### src/pkg/capc_pkg.sv
// constants, types and helpers shared by the command/address parity checker
`default_nettype none
package capc_pkg;
    // command frame: act_n, addr[16:0] (a16 row, a15 col, a14 we), bg[1:0], ba[1:0]
    localparam int FRAME_W = 22;
    localparam int FR_ACT = 21;
    localparam int FR_ADDR_LSB = 4;
    localparam int FR_BG_LSB = 2;
    localparam int FR_BA_LSB = 0;
    localparam int ADDR_W = 17;

    // clock and timing
    localparam int CLK_MHZ = 25;
    localparam int ALERT_PW_NS = 1600;
    localparam logic [7:0] ALERT_PW_CYC = 8'((ALERT_PW_NS * CLK_MHZ + 999) / 1000);

    // register byte offsets
    localparam logic [7:0] REG_CTRL = 8'h00;
    localparam logic [7:0] REG_LOG_ADDR = 8'h04;
    localparam logic [7:0] REG_LOG_CMD = 8'h08;
    localparam logic [7:0] REG_LAT_CFG = 8'h0c;
    localparam logic [7:0] REG_LAT_STAT = 8'h10;

    // mode_register_five control fields
    localparam int CTRL_PAR_LAT_LSB = 0;
    localparam int CTRL_STAT_BIT = 4;
    localparam int CTRL_PERSIST_BIT = 9;
    localparam logic [2:0] CTRL_PAR_LAT_RST = 3'h0;

    // latency config / status fields
    localparam int LAT_W = 5;
    localparam int LAT_AL_LSB = 0;
    localparam int LAT_CL_LSB = 8;
    localparam int LAT_CWL_LSB = 16;
    localparam int STAT_RL_LSB = 0;
    localparam int STAT_WL_LSB = 16;
    localparam logic [14:0] LAT_CFG_RST = 15'h0000;

    // log command register fields
    localparam int LOG_BA_LSB = 0;
    localparam int LOG_BG_LSB = 2;
    localparam int LOG_ACT_BIT = 4;
    localparam int LOG_PAR_BIT = 5;

    // parity_latency codes
    localparam logic [2:0] PAR_LAT_OFF = 3'h0;
    localparam logic [2:0] PAR_LAT_4 = 3'h1;
    localparam logic [2:0] PAR_LAT_5 = 3'h2;
    localparam logic [2:0] PAR_LAT_6 = 3'h3;
    localparam logic [2:0] PAR_LAT_8 = 3'h4;

    localparam logic [1:0] RESP_OKAY = 2'h0;
    localparam logic [1:0] RESP_SLVERR = 2'h2;

    typedef enum logic [0:0] {
        CAPC_IDLE = 1'h0,
        CAPC_ALERT = 1'h1
    } capc_state_t;

    // codes above the reserved_code one act as disabled
    function automatic logic [3:0] par_lat_clocks(input logic [2:0] code);
        logic [3:0] n;
        n = 4'h0;
        unique case (code)
            PAR_LAT_4: n = 4'h4;
            PAR_LAT_5: n = 4'h5;
            PAR_LAT_6: n = 4'h6;
            PAR_LAT_8: n = 4'h8;
            default: n = 4'h0;
        endcase
        return n;
    endfunction
endpackage
`default_nettype wire

### src/pkg/capc_cmd_if.sv
// command frame carrier between the checker and its latency line
`timescale 1ns/1ps
`default_nettype none
interface capc_cmd_if;
    logic valid;
    logic [capc_pkg::FRAME_W-1:0] frame;
    modport src (output valid, output frame);
    modport dst (input valid, input frame);
endinterface
`default_nettype wire

### src/verilog/capc_delay.sv
// parity latency line: delays each accepted frame by the programmed clocks, or by one clock when latency is 0
`timescale 1ns/1ps
`default_nettype none
module capc_delay (
    input wire logic sys_clk_in,
    input wire logic rst_n_in,
    input wire logic clk_en_in,
    input wire logic [3:0] par_lat_clk_in,
    capc_cmd_if.dst in_port,
    capc_cmd_if.src out_port
);
    logic [capc_pkg::FRAME_W:0] line_q [0:6];
    logic [capc_pkg::FRAME_W:0] line_d [0:6];
    logic [capc_pkg::FRAME_W:0] out_q;
    logic [capc_pkg::FRAME_W:0] out_d;

    always_comb begin
        line_d[0] = {in_port.valid, in_port.frame};
        for (int i = 1; i < 7; i++) begin
            line_d[i] = line_q[i-1];
        end
        // output flop is the last stage, so tap sits two short of the latency
        if (par_lat_clk_in == 4'h0) begin
            out_d = line_d[0];
        end else begin
            out_d = line_q[3'(par_lat_clk_in - 4'h2)];
        end
    end

    always_ff @(posedge sys_clk_in or negedge rst_n_in) begin
        if (!rst_n_in) begin
            for (int i = 0; i < 7; i++) begin
                line_q[i] <= '0;
            end
            out_q <= '0;
        end else if (clk_en_in) begin
            line_q <= line_d;
            out_q <= out_d;
        end
    end

    assign out_port.valid = out_q[capc_pkg::FRAME_W];
    assign out_port.frame = out_q[capc_pkg::FRAME_W-1:0];
endmodule
`default_nettype wire

### src/flat_wrapper.sv
// flat-port wrapper written by rule: the top's interface ports become plain ports
module capc_delay_flat 
  (sys_clk_in, rst_n_in, clk_en_in, par_lat_clk_in, in_port_valid, in_port_frame, out_port_valid, out_port_frame);
  capc_cmd_if in_port_i ();
  capc_cmd_if out_port_i ();
  input wire logic sys_clk_in;
  input wire logic rst_n_in;
  input wire logic clk_en_in;
  input wire logic [3:0] par_lat_clk_in;
  input wire logic [$bits(in_port_i.valid)-1:0] in_port_valid;
  input wire logic [$bits(in_port_i.frame)-1:0] in_port_frame;
  output wire logic [$bits(out_port_i.valid)-1:0] out_port_valid;
  output wire logic [$bits(out_port_i.frame)-1:0] out_port_frame;
  assign in_port_i.valid = in_port_valid;
  assign in_port_i.frame = in_port_frame;
  assign out_port_valid = out_port_i.valid;
  assign out_port_frame = out_port_i.frame;
  capc_delay u_core (.sys_clk_in(sys_clk_in), .rst_n_in(rst_n_in), .clk_en_in(clk_en_in), .par_lat_clk_in(par_lat_clk_in), .in_port(in_port_i), .out_port(out_port_i));
endmodule
### config.mk
export PLATFORM = sky130hd
export DESIGN_NAME = capc_delay_flat
export DESIGN_NICKNAME = d
export VERILOG_FILES = /design/src/pkg/capc_pkg.sv /design/src/pkg/capc_cmd_if.sv /design/src/verilog/capc_delay.sv /design/src/flat_wrapper.sv
export SDC_FILE = /design/constraint.sdc
export NUM_CORES = 1
export LEC_CHECK = 0
export ABC_AREA = 1
export BUFFER_PORTS_ARGS = -buffer_cell sky130_fd_sc_hd__buf_2
export CAP_MARGIN = 10
export CORE_ASPECT_RATIO = 0.8
export CORE_UTILIZATION = 55
export DETAILED_ROUTE_END_ITERATION = 16
export PLACE_DENSITY = 0.76
export SYNTH_ARGS = -nofsm -noshare
export SYNTH_HDL_FRONTEND = slang
export SYNTH_SLANG_ARGS = --single-unit
### constraint.sdc
create_clock -name sys_clk_in -period 0.96 [get_ports sys_clk_in]
set_input_delay 0.048 -clock sys_clk_in [delete_from_list [all_inputs] [get_ports sys_clk_in]]
set_output_delay 0.048 -clock sys_clk_in [all_outputs]
set_load 0.01 [all_outputs]
After elaboration in Yosys (flattened, before gate mapping)
Index checks and enable logic that the tools add are counted.
{"block": "word_totals", "regBits": 184, "out_inout_bits": 23, "elab_cells": 16}
{"block": "op_classes", "bitwise": 1, "n_mux": 4, "addsub": 1, "n_reduce_logical": 1, "magnitude_cmp": 1}
{"cell": "$bmux W23 S3", "count": 1}
{"cell": "$mux W23", "count": 3}
{"cell": "$ge A4 B4 Y1 const B", "count": 1}
{"cell": "$logic_not A4 Y1", "count": 1}
{"cell": "$not A3 Y4", "count": 1}
{"cell": "$sub A3 B2 Y3 const B", "count": 1}

Logic depth before layout (Yosys ltp)
{"block": "depth", "word_depth": 6, "ltp_mapped": 10, "mapped_depth_nobuf": 8}

Worst setup path before layout
No wires, ideal clock.
{"block": "synth_path", "path_type": "in2reg", "start": "in par_lat_clk_in[0]", "end": "reg u_core.out_q[18] (netlist bit)", "setup_ns": 0.116, "path_slack_ns": -0.008, "arrival_time_ns": 0.851, "stages": 9, "t_required_ns": 0.844, "cell_sequence": "buf_4 -> buf_6 -> buf_2 -> nor2_1 -> nor2_1 -> nor2_1 -> nand2_1 -> nand2_1 -> nand2_1"}
{"block": "synth_between", "elab_chain_cells": 6, "elab_cells_between_ends": 7}
{"element": "from (decl)", "line_no": "flat_wrapper.sv:9", "source": "input wire logic [3:0] par_lat_clk_in;"}
{"element": "$sub A3 B2 Y3", "line_no": "capc_delay.sv:26", "source": "out_d = line_q[3'(par_lat_clk_in - 4'h2)];"}
{"element": "$not A3 Y4 (not written as such)", "line_no": "capc_delay.sv:26"}
{"element": "$bmux W23 S3", "line_no": "capc_delay.sv:26"}
{"element": "$mux W23 (not written as such) (2 in a row)", "line_no": "capc_delay.sv:26"}
{"element": "$mux W23 (*)", "line_no": "capc_delay.sv:23", "source": "if (par_lat_clk_in == 4'h0) begin"}
{"element": "to (signal assigned)", "line_no": "capc_delay.sv:38", "source": "out_q <= out_d;"}
{"element": "to (decl)", "line_no": "capc_delay.sv:14", "source": "logic [capc_pkg::FRAME_W:0] out_q;"}
Mark *: on every way between the ends. The rest lies on a longest branch, timed or not. The select of a mux whose other input is x is not followed.
A chain may end at the register's enable or synchronous reset.

Worst setup path in the final report
{"block": "layout_path", "start": "reg u_core.out_q[9] (netlist bit)", "end": "out out_port_frame[9]"}
{"element": "to (decl)", "line_no": "flat_wrapper.sv:13", "source": "output wire logic [$bits(out_port_i.frame)-1:0] out_port_frame;"}
No word-level cell between the ends.

==> run metrics <==
Post-Synth Adder-Cell Area 0; most frequent cells in the layout nand2_1, dfrtp_1, buf_4, o21ai_0, inv_2; worst-skew pair later-pin latency 0.44 ns; WL per Instance roughly 14 µm; Setup Viol. Count Final 45; Worst-path clk slew ~0.070 ns; CP Class flip-flop to primary output; DR iter-0 viols slightly above 700; I/O Buffers 52; failing checks negative setup slack; Pwr Total 20.4 mW; Syn Nets 1,216; CTS tree yes; relative slew slack 0.794; CTS Buffer Depth 2; GPL Wtd Cong ~0.78; Final Hold Fails 0; die boundary width 144 µm; setup ws final -0.0881 ns; mux contribution to synthesized area 0; Die Ht 115 µm; synthesized instance count 1,186; CTS root buf clkbuf_16; # IOs 53; combinational power share 0.203; final hold slack between 0.01 and 0.015 ns; Placed Instances about 1,500; core area between 0.015 and 0.02 mm²; DP Wirelength 13.2 mm; vias per inst 5.05; startpoint types flip-flop; sw frac 0.288; Synth Area in XOR/XNOR 0; Overflow after GRT 0; vias in the first global route 7,580; Peak VDD IR ~1.4 mV; Max Cap Violations 0; Post-Route WL approximately 22 mm; drt pass-1 iters 5; YS warnings 0; number of H-tree levels 4; non-filler cells, final 1,580; Area Overhead vs Synth 27.6%; Final Net Count 1,382; Seq/Total Area, Yosys 0.522; CP top delay family flip-flops; Post-Synth Simple-Gate Area 0.270; Place WS -0.269 ns; combinational family with the most area after synthesis simple AND/OR/NAND/NOR gates; die area between 0.015 and 0.02 mm²; largest net degree at the start of global routing 64; outcome finished, violations left; share of cells above drive strength 1 0.244; CP Buf/Inv Count 1; ANT cells 0; sw power just under 6 mW; Power Dens Cells between 1500 and 2000 mW/mm²; Final period util 1.09; CP max-delay cell dfrtp_1; Largest stage delay, worst path about 0.41 ns; CP Capture Type primary output; syn_area_per_cell 7.44 µm²; RSZ-0062 raised after global routing true; CP Cell Sequence buf_2; static leakage 5.95 nW; DRC Markers 0; clock share of power 0.337; clock period minus final worst setup slack approximately 1.0 ns; Slew Viols, Final 0; synthesized area around 0.0088 mm²; Compound-Gate Fraction of Synth Area 0.103; Pint between 10 and 15 mW; Yosys reg bits 184; initial antenna violation count 0; unique cell type count in the Yosys netlist 18; Data arrival, critical path 1.00 ns; skew final just under 0.006 ns; CTS Buf Count 17; Sequential Power Share 0.460; most common cell after layout, fill and taps aside nand2_1; CP Data Required Time a little over 0.9 ns; Worst Hold Class input port to asynchronous set/reset pin; first-pass GRT wire length around 36 mm; vias between 7,000 and 8,000; worst-path maximum fanout 2; Total GRT Usage 0.284; # rows 41; max frequency 0.954 GHz; CTS Sinks between 150 and 200; Initial Util 0.560; Antenna Nets Post-Route 0; measured slew at the worst slew-check pin 0.309 ns
==> power by group through the flow <==
stage	clock network, mW	logic, mW	registers (mW)
floorplan	0	1.99	9.39
global placement	0	3.38	9.41
detailed placement	0	3.50	9.43
CTS	6.96	3.85	9.33
global route	7.27	4.67	9.50
finish	6.89	4.15	9.40
==> synth_stat cells, drive strengths merged <==
master	n	area share
nand2	488	0.21
inv	142	0.061
o21ai	182	0.10
nand3	46	0.026
clkbuf	18	0.0077
dfrtp	184	0.52
buf	52	0.037
nor2	74	0.035
==> through the flow <==
step	instance area [µm²]	TNS, ns	util
after global routing	11300	-4.91	0.715
final	11300	-2.16	0.715
after global placement	9920	-4.26	0.630
after detailed placement	9920	-4.83	0.630
after CTS	11000	-1.92	0.698
after floorplan	8830	0	-
==> state kept, by name, indices dropped and copies added (netlist names) <==
register	flops
u_core.out_q	23
u_core.line_d	138
u_core.line_q	23
==> worst paths after layout <==
path / slack, ns / cells after the start / end / from
setup / recovery: -0.09 / 1 / out_port_frame[9] / u_core.out_q[9]
hold / removal: 0.01 / 2 / u_core.line_q[17] / rst_n_in
setup reg to reg: -0.08 / 8 / u_core.out_q[6] / u_core.line_d[121]
hold reg to reg: 0.48 / 2 / u_core.line_d[18] / u_core.line_d[41]
max in group asynchronous: 0.50 / 3 / u_core.line_q[18] / rst_n_in
min in group sys_clk_in: 0.03 / 3 / u_core.line_d[44] / clk_en_in
==> layout make-up <==
class / instances / area (µm²)
clock buffers: 20 / 447
clock inverters: 12 / 128
fillers: 1139 / 4490
inverters: 142 / 537
multi-input cells: 790 / 3400
flip-flops and latches: 184 / 4600
well taps: 215 / 269
repair buffers: 217 / 1880
==> metal layers <==
layer	track usage	vias up	wire, µm
met5	0	-	0
met4	0.0993	0	490
met3	0.0525	45	1100
met2	0.450	252	10300
met1	0.397	3728	10200
li1	-	3950	-
==> logic make-up (layout without fill, tap and decap cells) <==
kind of cell           after synthesis  in the layout
flip-flops                         184            184
AND/OR/NAND/NOR                    608            608
AO/OA/AOI/OAI                      182            182
buffers and inverters              212            391
==> what timing repair did <==
item                                    4_1_cts  5_1_grt
hold buffers                                 24        0
pin swaps                                    12       45
resized for setup                            23       80
hold endpoints to repair                    229        0
setup buffers                                32       20
endpoints found under the setup margin       46       51
Note: power is estimated with default switching activity, not from simulation.
